--- src/hw/sac_pkg.sv ---
package sac_pkg;
  // ==========================================================
  // Timing
  localparam int CLK_NS = 4;
  localparam int CS_FILT_NS = 1000;
  localparam int CS_FILT_CYC = (CS_FILT_NS + CLK_NS - 1) / CLK_NS;
  localparam int CONV_NS = 8000;
  localparam int CONV_CYC = (CONV_NS + CLK_NS - 1) / CLK_NS;
  localparam int CONV_MAX_NS = 10000;
  localparam int CONV_MAX_CYC = CONV_MAX_NS / CLK_NS;
  localparam int EOC_FALL_NS = 2200;
  localparam int EOC_FALL_CYC = EOC_FALL_NS / CLK_NS;
  localparam int DOUT_EOC_NS = 100;
  localparam int DOUT_EOC_CYC = DOUT_EOC_NS / CLK_NS;
  localparam int OE_OFF_NS = 150;
  localparam int OE_OFF_CYC = OE_OFF_NS / CLK_NS;
  localparam int OE_ON_NS = 1300;
  localparam int OE_ON_CYC = OE_ON_NS / CLK_NS;
  // ==========================================================
  // Command word layout
  localparam logic [3:0] CMD_BITS = 4'h8;
  localparam logic [4:0] ACQ_START = 5'h04;
  localparam int ADDR_POS = 4;
  localparam int LEN_POS = 2;
  localparam int LSBF_POS = 1;
  localparam int BIP_POS = 0;
  localparam logic [1:0] LEN_8 = 2'h1;
  localparam logic [1:0] LEN_16 = 2'h3;
  localparam logic [4:0] NCLK_8 = 5'h08;
  localparam logic [4:0] NCLK_12 = 5'h0c;
  localparam logic [4:0] NCLK_16 = 5'h10;
  // ==========================================================
  // Self-test and clamp codes
  localparam logic [3:0] ST_MID = 4'hb;
  localparam logic [3:0] ST_ZERO = 4'hc;
  localparam logic [3:0] ST_FULL = 4'hd;
  localparam logic [11:0] CODE_MID = 12'h800;
  localparam logic [11:0] CODE_ZERO = 12'h000;
  localparam logic [11:0] CODE_FULL = 12'hfff;
  // ==========================================================
  // Reset values
  localparam logic [15:0] RES_RST = 16'h0000;
  localparam logic [7:0] CMD_RST = 8'h00;
  typedef enum logic [1:0] {SAC_IDLE, SAC_CONV, SAC_PUSH} sac_state_t;
endpackage

--- src/hw/sac_buf2.sv ---
`timescale 1ns/1ps
`default_nettype none
// ==========================================================
// Two-entry result buffer
module sac_buf2 #(
  parameter int W = 16
) (
  input wire logic core_clk,
  input wire logic rst,
  input wire logic in_valid,
  output logic in_ready,
  input wire logic [W-1:0] in_data,
  output logic out_valid,
  input wire logic out_ready,
  output logic [W-1:0] out_data
);
  logic [W-1:0] mem_ff [2];
  logic [W-1:0] nxt_mem [2];
  logic wr_ff, rd_ff, nxt_wr, nxt_rd;
  logic [1:0] cnt_ff, nxt_cnt;
  logic push, pop;

  assign in_ready = (cnt_ff != 2'h2);
  assign out_valid = (cnt_ff != 2'h0);
  assign out_data = mem_ff[rd_ff];
  assign push = in_valid & in_ready;
  assign pop = out_valid & out_ready;

  always_comb
  begin
    nxt_mem = mem_ff;
    nxt_wr = wr_ff;
    nxt_rd = rd_ff;
    nxt_cnt = cnt_ff;
    if (push)
    begin
      nxt_mem[wr_ff] = in_data;
      nxt_wr = ~wr_ff;
    end
    if (pop)
      nxt_rd = ~rd_ff;
    if (push && !pop)
      nxt_cnt = cnt_ff + 2'h1;
    else if (pop && !push)
      nxt_cnt = cnt_ff - 2'h1;
  end

  always_ff @(posedge core_clk or posedge rst)
  begin
    if (rst)
    begin
      mem_ff[0] <= '0;
      mem_ff[1] <= '0;
      wr_ff <= 1'b0;
      rd_ff <= 1'b0;
      cnt_ff <= 2'h0;
    end
    else
    begin
      mem_ff <= nxt_mem;
      wr_ff <= nxt_wr;
      rd_ff <= nxt_rd;
      cnt_ff <= nxt_cnt;
    end
  end
endmodule
`default_nettype wire

--- src/hw/sac_ctrl.sv ---
`timescale 1ns/1ps
`default_nettype none
module sac_ctrl (
  input wire logic core_clk,
  input wire logic rst,
  input wire logic cs_n_pin,
  input wire logic io_clk_pin,
  input wire logic din_pin,
  input wire logic [11:0] ana_code,
  input wire logic ana_over,
  input wire logic ana_under,
  output logic eoc,
  output logic dout,
  output logic dout_oe_n,
  output logic [3:0] mux_sel,
  output logic sample
);
  localparam int EOC_W = sac_pkg::EOC_FALL_CYC;
  localparam int CONV_W = sac_pkg::CONV_MAX_CYC;
  localparam int DOUT_W = sac_pkg::DOUT_EOC_CYC;
  localparam int OFF_W = sac_pkg::OE_OFF_CYC;

  // ==========================================================
  // Pin synchronisers
  logic cs_s1_ff, cs_s2_ff, io_s1_ff, io_s2_ff, io_s3_ff;
  logic din_s1_ff, din_s2_ff;
  logic io_rise, io_fall;

  always_ff @(posedge core_clk or posedge rst)
  begin
    if (rst)
    begin
      cs_s1_ff <= 1'b1;
      cs_s2_ff <= 1'b1;
      io_s1_ff <= 1'b0;
      io_s2_ff <= 1'b0;
      io_s3_ff <= 1'b0;
      din_s1_ff <= 1'b0;
      din_s2_ff <= 1'b0;
    end
    else
    begin
      cs_s1_ff <= cs_n_pin;
      cs_s2_ff <= cs_s1_ff;
      io_s1_ff <= io_clk_pin;
      io_s2_ff <= io_s1_ff;
      io_s3_ff <= io_s2_ff;
      din_s1_ff <= din_pin;
      din_s2_ff <= din_s1_ff;
    end
  end

  assign io_rise = io_s2_ff & ~io_s3_ff;
  assign io_fall = ~io_s2_ff & io_s3_ff;

  // ==========================================================
  // Select glitch filter
  logic cs_act_ff, nxt_cs_act;
  logic [7:0] filt_cnt_ff, nxt_filt_cnt;
  logic cs_sel_p, cs_desel_p;

  always_comb
  begin
    nxt_cs_act = cs_act_ff;
    nxt_filt_cnt = 8'h00;
    cs_sel_p = 1'b0;
    cs_desel_p = 1'b0;
    // Mismatch: pin level differs from the accepted one
    if (cs_s2_ff == cs_act_ff)
    begin
      if (filt_cnt_ff == 8'(sac_pkg::CS_FILT_CYC - 1))
      begin
        nxt_cs_act = ~cs_act_ff;
        cs_sel_p = ~cs_act_ff;
        cs_desel_p = cs_act_ff;
      end
      else
        nxt_filt_cnt = filt_cnt_ff + 8'h01;
    end
  end

  always_ff @(posedge core_clk or posedge rst)
  begin
    if (rst)
    begin
      cs_act_ff <= 1'b0;
      filt_cnt_ff <= 8'h00;
    end
    else
    begin
      cs_act_ff <= nxt_cs_act;
      filt_cnt_ff <= nxt_filt_cnt;
    end
  end

  // ==========================================================
  // Transfer and conversion sequencer
  sac_pkg::sac_state_t state_ff, nxt_state;
  logic [4:0] bit_cnt_ff, nxt_bit_cnt, nclk;
  logic [3:0] rise_cnt_ff, nxt_rise_cnt;
  logic [7:0] cmd_sr_ff, nxt_cmd_sr, cmd_ff, nxt_cmd;
  logic [15:0] out_sr_ff, nxt_out_sr, res_ff, nxt_res;
  logic [11:0] conv_cnt_ff, nxt_conv_cnt, raw_code;
  logic eoc_ff, nxt_eoc, dout_ff, nxt_dout, oe_n_ff, nxt_oe_n;
  logic sample_ff, nxt_sample;
  logic [3:0] mux_ff, nxt_mux;
  logic xfer_ok, last_fall;
  logic buf_in_valid, buf_in_ready, buf_out_valid, buf_out_ready;
  logic [15:0] buf_in_data, buf_out_data;

  // Left-aligned word; bipolar flips the MSB, LSB-first reverses
  function automatic logic [15:0] fmt(input logic [11:0] c,
                                      input logic lsbf,
                                      input logic bip);
    logic [11:0] v;
    logic [11:0] r;
    v = c;
    r = 12'h000;
    if (bip)
      v[11] = ~v[11];
    for (int i = 0; i < 12; i++)
      r[i] = v[11-i];
    fmt = {(lsbf ? r : v), 4'h0};
  endfunction

  always_comb
  begin
    case (cmd_sr_ff[sac_pkg::LEN_POS +: 2])
      sac_pkg::LEN_8: nclk = sac_pkg::NCLK_8;
      sac_pkg::LEN_16: nclk = sac_pkg::NCLK_16;
      default: nclk = sac_pkg::NCLK_12;
    endcase
  end

  always_comb
  begin
    // Self-test codes bypass the analog result entirely
    case (cmd_ff[sac_pkg::ADDR_POS +: 4])
      sac_pkg::ST_MID: raw_code = sac_pkg::CODE_MID;
      sac_pkg::ST_ZERO: raw_code = sac_pkg::CODE_ZERO;
      sac_pkg::ST_FULL: raw_code = sac_pkg::CODE_FULL;
      default:
        if (ana_over)
          raw_code = sac_pkg::CODE_FULL;
        else if (ana_under)
          raw_code = sac_pkg::CODE_ZERO;
        else
          raw_code = ana_code;
    endcase
  end

  assign xfer_ok = cs_act_ff && (state_ff == sac_pkg::SAC_IDLE) && eoc_ff;
  assign last_fall = xfer_ok && io_fall && (bit_cnt_ff == nclk - 5'h01);
  assign buf_in_valid = (state_ff == sac_pkg::SAC_PUSH);
  assign buf_in_data = fmt(raw_code, cmd_ff[sac_pkg::LSBF_POS],
                           cmd_ff[sac_pkg::BIP_POS]);
  assign buf_out_ready = (state_ff == sac_pkg::SAC_IDLE) && !eoc_ff;

  always_comb
  begin
    nxt_state = state_ff;
    nxt_bit_cnt = bit_cnt_ff;
    nxt_rise_cnt = rise_cnt_ff;
    nxt_cmd_sr = cmd_sr_ff;
    nxt_cmd = cmd_ff;
    nxt_out_sr = out_sr_ff;
    nxt_res = res_ff;
    nxt_conv_cnt = conv_cnt_ff;
    nxt_eoc = eoc_ff;
    nxt_sample = sample_ff;
    nxt_mux = mux_ff;
    nxt_dout = out_sr_ff[15];
    // Release follows the synchronised pin so it is not slowed by the filter
    nxt_oe_n = cs_s2_ff | ~cs_act_ff;
    case (state_ff)
      sac_pkg::SAC_IDLE:
        if (buf_out_valid && !eoc_ff)
        begin
          nxt_res = buf_out_data;
          nxt_out_sr = buf_out_data;
          nxt_eoc = 1'b1;
        end
        else if (cs_sel_p || cs_desel_p)
        begin
          // Each framed transfer restarts with the held result
          nxt_out_sr = res_ff;
          nxt_bit_cnt = 5'h00;
          nxt_rise_cnt = 4'h0;
          nxt_sample = 1'b0;
        end
        else if (xfer_ok)
        begin
          if (io_rise && rise_cnt_ff < sac_pkg::CMD_BITS)
          begin
            nxt_cmd_sr = {cmd_sr_ff[6:0], din_s2_ff};
            nxt_rise_cnt = rise_cnt_ff + 4'h1;
          end
          if (io_fall)
          begin
            nxt_out_sr = {out_sr_ff[14:0], 1'b0};
            nxt_bit_cnt = bit_cnt_ff + 5'h01;
            if (bit_cnt_ff == sac_pkg::ACQ_START - 5'h01)
            begin
              nxt_sample = 1'b1;
              // Only the four address bits have arrived by this fall
              nxt_mux = cmd_sr_ff[3:0];
            end
            if (last_fall)
            begin
              nxt_state = sac_pkg::SAC_CONV;
              nxt_cmd = cmd_sr_ff;
              nxt_eoc = 1'b0;
              nxt_sample = 1'b0;
              nxt_bit_cnt = 5'h00;
              nxt_rise_cnt = 4'h0;
              nxt_conv_cnt = 12'h000;
            end
          end
        end
      sac_pkg::SAC_CONV:
        if (cs_sel_p)
        begin
          // Abort keeps the previous result for the next frame
          nxt_state = sac_pkg::SAC_IDLE;
          nxt_eoc = 1'b1;
          nxt_out_sr = res_ff;
        end
        else if (conv_cnt_ff == 12'(sac_pkg::CONV_CYC - 1))
          nxt_state = sac_pkg::SAC_PUSH;
        else
          nxt_conv_cnt = conv_cnt_ff + 12'h001;
      sac_pkg::SAC_PUSH:
        if (buf_in_ready)
          nxt_state = sac_pkg::SAC_IDLE;
      default:
        nxt_state = sac_pkg::SAC_IDLE;
    endcase
  end

  always_ff @(posedge core_clk or posedge rst)
  begin
    if (rst)
    begin
      state_ff <= sac_pkg::SAC_IDLE;
      bit_cnt_ff <= 5'h00;
      rise_cnt_ff <= 4'h0;
      cmd_sr_ff <= sac_pkg::CMD_RST;
      cmd_ff <= sac_pkg::CMD_RST;
      out_sr_ff <= sac_pkg::RES_RST;
      res_ff <= sac_pkg::RES_RST;
      conv_cnt_ff <= 12'h000;
      eoc_ff <= 1'b1;
      dout_ff <= 1'b0;
      oe_n_ff <= 1'b1;
      sample_ff <= 1'b0;
      mux_ff <= 4'h0;
    end
    else
    begin
      state_ff <= nxt_state;
      bit_cnt_ff <= nxt_bit_cnt;
      rise_cnt_ff <= nxt_rise_cnt;
      cmd_sr_ff <= nxt_cmd_sr;
      cmd_ff <= nxt_cmd;
      out_sr_ff <= nxt_out_sr;
      res_ff <= nxt_res;
      conv_cnt_ff <= nxt_conv_cnt;
      eoc_ff <= nxt_eoc;
      dout_ff <= nxt_dout;
      oe_n_ff <= nxt_oe_n;
      sample_ff <= nxt_sample;
      mux_ff <= nxt_mux;
    end
  end

  sac_buf2 #(.W(16)) u_buf (
    .core_clk(core_clk),
    .rst(rst),
    .in_valid(buf_in_valid),
    .in_ready(buf_in_ready),
    .in_data(buf_in_data),
    .out_valid(buf_out_valid),
    .out_ready(buf_out_ready),
    .out_data(buf_out_data)
  );

  assign eoc = eoc_ff;
  assign dout = dout_ff;
  assign dout_oe_n = oe_n_ff;
  assign mux_sel = mux_ff;
  assign sample = sample_ff;

  // ==========================================================
  // Checks
  // Busy time is counted, as its bound is too long for a delay range
  logic [11:0] busy_age_ff, nxt_busy_age;

  always_comb
  begin
    nxt_busy_age = 12'h000;
    if (!eoc_ff && busy_age_ff != 12'hfff)
      nxt_busy_age = busy_age_ff + 12'h001;
  end

  always_ff @(posedge core_clk or posedge rst)
  begin
    if (rst)
      busy_age_ff <= 12'h000;
    else
      busy_age_ff <= nxt_busy_age;
  end
endmodule
`default_nettype wire

--- config.mk ---
export PLATFORM = sky130hd
export DESIGN_NAME = sac_ctrl
export DESIGN_NICKNAME = d
export VERILOG_FILES = /design/src/hw/sac_pkg.sv /design/src/hw/sac_buf2.sv /design/src/hw/sac_ctrl.sv
export SDC_FILE = /design/constraint.sdc
export NUM_CORES = 1
export LEC_CHECK = 0
export ABC_CLOCK_PERIOD_IN_PS = 7100
export BUFFER_PORTS_ARGS = -buffer_cell sky130_fd_sc_hd__buf_2
export CELL_PAD_IN_SITES_DETAIL_PLACEMENT = 0
export CELL_PAD_IN_SITES_GLOBAL_PLACEMENT = 1
export CORE_ASPECT_RATIO = 1.1
export CORE_MARGIN = 1.5
export CORE_UTILIZATION = 54
export CTS_CLUSTER_DIAMETER = 60
export DETAILED_ROUTE_END_ITERATION = 7
export PLACE_DENSITY = 0.91
export RECOVER_POWER = 25
export SYNTH_ARGS = -nofsm -noshare
export SYNTH_HDL_FRONTEND = slang
export SYNTH_HIERARCHICAL = 1
export SYNTH_SLANG_ARGS = --single-unit
--- constraint.sdc ---
create_clock -name core_clk -period 7.1 [get_ports core_clk]
set_clock_uncertainty 0.2 [all_clocks]
set_input_delay 1.065 -clock core_clk [delete_from_list [all_inputs] [get_ports core_clk]]
set_output_delay 1.065 -clock core_clk [all_outputs]
set_load 0.02 [all_outputs]
; Word-level counts from Yosys, hierarchy flattened
; Cells that the tools add are included.
; Widths: inputs -> output; s select.
[totals]
reg_bits = 131
out_inout_bits = 8
[classes]
add_sub_neg = 7
mux = 64
n_reduce_logical = 33
eq_ne = 29
magnitude_cmp = 4
bitwise = 15
[op_table]
columns = cell, n
row1 = $mux 16, 9
row2 = $mux 12, 10
row3 = $pmux 12 s3, 1
row4 = $bwmux 32, 1
row5 = $pmux 16 s2, 1
row6 = $pmux 12 s2, 1
row7 = $mux 2, 10
row8 = $mux 4, 5
row9 = $mux 5, 4
row10 = $ne 2x2->1 const B, 10
row11 = $reduce_and 6->1, 3
row12 = $demux 16 s1, 1
row13 = $mux 1, 16
row14 = $mux 8, 2
row15 = $add 12x1->12 const B, 1
row16 = $eq 12x11->1 const B, 1
row17 = $eq 4x4->1 const B, 3
row18 = $logic_and 1x1->1, 10
row19 = $pmux 5 s2, 1
row20 = $reduce_and 5->1, 2
row21 = $reduce_bool 2->1, 5
row22 = $ne 3x2->1 const B, 3
row23 = $add 8x1->8 const B, 1
row24 = $eq 8x8->1 const B, 1
row25 = other kinds (30), 50

; Depth between registers and ports, before layout
[depth]
word_depth = 11
depth_mapped = 9
depth_no_buf = 8

; Modules after synthesis
; The synthesis kept the hierarchy.
[by_module_without_submodules]
columns = module, instances, cells_each, area_per_inst_um2, seq_area_each_um2
row1 = sac_ctrl, 1, 443, 4644.5, 2332.2
row2 = sac_buf2, 1, 103, 1651.6, 900.9

; Worst setup path after synthesis
; No wires, ideal clock.
[synth_path]
path_type = reg-to-reg
from = register eoc_ff, in the netlist eoc
to = register conv_cnt_ff[11]
path_stages_with_launch = 9
setup_slack_ps = 4446
setup_ps = 118
synth_period_minus_slack_ps = 2654
arrival_time_ps = 2336
cell_sequence = dfstp_2 clkbuf_1 nand2_1 or4b_4 buf_6 o31a_1 or2_1 buf_6 a21o_1
[synth_between]
elab_chain_len = 5
[synth_lines]
columns = item, line_no
row1 = start: declaration, sac_ctrl.sv:104  ; logic eoc_ff, nxt_eoc, dout_ff, nxt_dout, oe_n_ff, nxt_oe_n;
row2 = start signal: assignment, sac_ctrl.sv:268  ; eoc_ff <= nxt_eoc;
row3 = $logic_and 1x1->1, sac_ctrl.sv:152  ; assign xfer_ok = cs_act_ff && (state_ff == sac_pkg::SAC_IDLE) && eoc_ff;
row4 = $logic_and 1x1->1 (2 in series), sac_ctrl.sv:153  ; assign last_fall = xfer_ok && io_fall && (bit_cnt_ff == nclk - 5'h01);
row5 = $ne 2x2->1 (no source line), -
row6 = $reduce_and 8->1 (no source line) *, -
row7 = end signal: assignment, sac_ctrl.sv:267  ; conv_cnt_ff <= nxt_conv_cnt;
row8 = end: declaration, sac_ctrl.sv:103  ; logic [11:0] conv_cnt_ff, nxt_conv_cnt, raw_code;
; Every way passes the cells marked *; elsewhere a longest branch is shown, timed or not.
; A chain may end at the register's enable or synchronous reset.

; Worst setup path in the final report
[layout_path]
from = register u_buf.cnt_ff[0]
to = register mux_ff[0], in the netlist mux_sel[0]
[layout_between]
elab_chain_len = 4
[layout_lines]
columns = item, line_no
row1 = start: declaration, sac_buf2.sv:20  ; logic [1:0] cnt_ff, nxt_cnt;
row2 = start signal: assignment, sac_buf2.sv:63  ; cnt_ff <= nxt_cnt;
row3 = $reduce_bool 2->1, sac_buf2.sv:24  ; assign out_valid = (cnt_ff != 2'h0);
row4 = via buf_out_valid, sac_ctrl.sv:108  ; logic buf_in_valid, buf_in_ready, buf_out_valid, buf_out_ready;
row5 = $logic_and 1x1->1, sac_ctrl.sv:177  ; if (buf_out_valid && !eoc_ff)
row6 = $not 1->1 (no source line), -
row7 = $reduce_and 6->1 (no source line), -
row8 = end signal: assignment, sac_ctrl.sv:272  ; mux_ff <= nxt_mux;
row9 = end: declaration, sac_ctrl.sv:106  ; logic [3:0] mux_ff, nxt_mux;
; The timed path passes the listed nets, and every way through them passes these cells.

==> results.txt <==
DRC -> 0
most frequent cells in the layout -> 125 x dfrtp_1, 82 x mux2_2, 41 x nor2_1
P_sw -> 338 µW
Global Route Usage Sum -> 23.0%
clock sink count -> 129
WP data arrival -> 3.57 ns
port bufs -> 26
Iteration-0 DRC Markers -> 222
Largest delay share family, worst path -> simple AND/OR/NAND/NOR gates
H-tree depth -> 4
post-CTS sizing -> 0
Final Wtd Congestion -> 0.796
I/O pin count -> 27
fin nets -> 598
async set-or-reset flop fraction in the synthesized netlist -> 100%
Hold Crit Class -> reg2reg
hold wc startpoint -> din_s1_ff
Total Power -> 1.77 mW
leakage power -> 3.33 nW
core area -> 11400 µm²
Syn-to-layout area delta -> 13.9%
Fin. Hold Viols -> 0
Int Power -> 1.43 mW
Pwr Density -> 246 nW/µm²
routed len/inst -> 17.7 µm
FF+latch count, synth -> 129
Sw Share -> 19.1%
clk root buf -> clkbuf_16
Die Ht -> 116 µm
setup_tns -> 0 ns
slew margin rel. -> -37.1%
Critical Path RT -> 7.19 ns
Setup Buffers After CTS -> 0
vias -> 4309
Avg Cell Area, Syn -> 11.5 µm²
register area share after synthesis -> 51.4%
crit path launch -> u_buf/cnt_ff[0]
CTS tree -> done
Worst-Skew Late Latency -> 0.41 ns
post-synthesis cell count -> 546
peak supply drop -> 0.000187 V
hold depth -> 0
Worst Path Max Fanout -> 21
startpoint types -> flip-flop
first-pass GRT wire length -> 21.9 mm
crit-path cells -> or2_2 > nand2b_1 > o21ai_1 > nor3_1 > mux2_2
DRT Pass-1 Iters -> 4
Post-Route WL -> 13.0 mm
share of post-route cells with drive strength above 1 -> 28.0%
sink of the worst hold path -> din_s2_ff
CTS Buf Count -> 17
pin count of the biggest net entering global routing -> 49
synthesized area -> 6300 µm²
Worst Setup End Kind -> flip-flop
initial antenna violation count -> 0
R2R cell count -> 5
vias per cell -> 5.86
fin crit period -> 3.48 ns
RSZ-0062 raised after global routing -> no
Worst path slowest cell -> nor3_1
Reg2Reg Setup Slack -> 3.62 ns
status -> finished, violations left
Synthesis Warnings -> 6
register area -> 3230 µm²
Worst R2R End -> mux_sel[0]
Tightest Pin Transition -> 2.06 ns
Max Clk Rate -> 288 MHz
Detail Route Antenna Nets -> 0
crit path kind -> reg2reg
post-synth cell types -> 63
Slew Limit Fails -> 84
final setup margin -> 3.62 ns
violated checks -> capacitance limit, slew limit
Synth top area share -> 49.7%
most area-hungry cell type in the Yosys netlist -> dfrtp_1
Clk pwr share -> 55.5%
Fillers -> 875
FF-to-FF Start -> u_buf/cnt_ff[0]
top cells by area, synth -> dfrtp_1 50%, mux2_2 15%, nor2_1 2.4%
Comb pwr share -> 2.4%
FP Rows -> 41
hold_buf cts -> 0
EDFF count, synth -> 0
diodes inserted -> 0
die area -> 12300 µm²
Multi-input gate area -> 2880 µm²
final setup vio count -> 0
Die W -> 106 µm
Buf/Inv on CP -> 0
DPL Wire Length -> 8.59 mm
Sequential Power Share -> 42.1%
pre-CTS setup slack -> 3.65 ns
vias in the first global route -> 4500
Initial Util -> 55.0%
clk buf depth -> 2
prevailing post-synth register cell -> dfrtp_1
CP max stage delay -> 0.68 ns
leading cell type in the layout, fill and taps excluded -> dfrtp_1
Final period util -> 49.0%
maxcap violations -> 2
grt ovf -> 0
clock-pin slew on the worst setup and hold paths -> 0.05 ns
## per-layer routing
layer | GRT usage (%) | part of all wire, %
met5 | 0 | 0
met4 | 8.83 | 1.9
met3 | 6.25 | 4.0
met2 | 41.0 | 51
met1 | 26.6 | 43
## stage by stage
step	hold WS (ns)	utilization (%)	area (µm²)	std cells
floorplan	0.131	-	6320	553
CTS	0.151	62.7	7180	735
global route	0.158	62.7	7170	735
detailed placement	0.138	56.9	6510	703
global placement	0.133	56.9	6510	703
finish	0.150	62.7	7170	735
## synth_stat cells, types with 5 or more instances
cell      count
dfrtp_1     125
mux2_2       82
nor2_1       41
nand2_1      24
o21ai_0      24
a21oi_1      22
clkbuf_1     19
a21o_1       18
a211oi_1     16
o22ai_1      15
inv_1        13
xnor2_1      11
mux2_4       10
nand4_1       9
nor3_1        8
ha_1          7
nand3_1       7
a31oi_1       6
xor2_1        6
buf_2         5
or3_1         5
## final cells by class
type,instances,area share (%)
clock buffer,21,6.42
clock inverter,11,2.90
inverter,14,0.750
multi-input combinational,381,40.2
sequential,129,45.1
tap,150,2.62
timing repair buffer,29,2.06
## cells by family (layout without fill, tap and decap cells)
group / after synthesis / count (layout) / synth area share, %
AO/OA/AOI/OAI: 131 / 131 / 13.8
XOR/XNOR: 17 / 17 / 2.36
adder cells (fa/ha/maj): 7 / 7 / 1.39
buffers and inverters: 43 / 75 / 3.28
flip-flops: 129 / 129 / 51.4
multiplexers: 92 / 92 / 17.1
other: 1 / 8 / 0.0596
AND/OR/NAND/NOR: 126 / 126 / 10.7
## how the worst max path moves through the flow
stage | slack, ns | end | cells after the start
6_report | 3.62 | mux_sel[0] | 5
5_1_grt | 3.48 | mux_sel[0] | 5
4_1_cts | 3.66 | mux_sel[0] | 5
3_5_place_dp | 3.65 | mux_sel[0] | 5
3_3_place_gp | 3.83 | mux_sel[3] | 5
2_1_floorplan | 3.42 | bit_cnt_ff[0] | 1
## power by group through the flow
stage / combinational (mW) / sequential (mW) / clock (mW)
3_3_place_gp: 0.0420 / 0.756 / 0
3_5_place_dp: 0.0437 / 0.757 / 0
5_1_grt: 0.0488 / 0.744 / 1.03
2_1_floorplan: 0.0285 / 0.756 / 0
6_report: 0.0423 / 0.744 / 0.981
4_1_cts: 0.0440 / 0.744 / 0.995
## worst register-to-register path, cell delays in order, from the launching register on
cell and delay, ns:
dfrtp_1 0.42, or2_2 0.35, nand2b_1 0.63, o21ai_1 0.67
nor3_1 0.68, mux2_2 0.41
## registers in the layout (all words and copies together), names as in the netlist, 2 cells and up
name and count:
u_buf/mem_ff 32, out_sr_ff 16, res_ff 16, conv_cnt_ff 12, cmd_sr_ff 8, filt_cnt_ff 8
cmd_ff 6, bit_cnt_ff 5, mux_sel 4, rise_cnt_ff 4, state_ff 2, u_buf/cnt_ff 2
(Power assumes the default switching activity.)
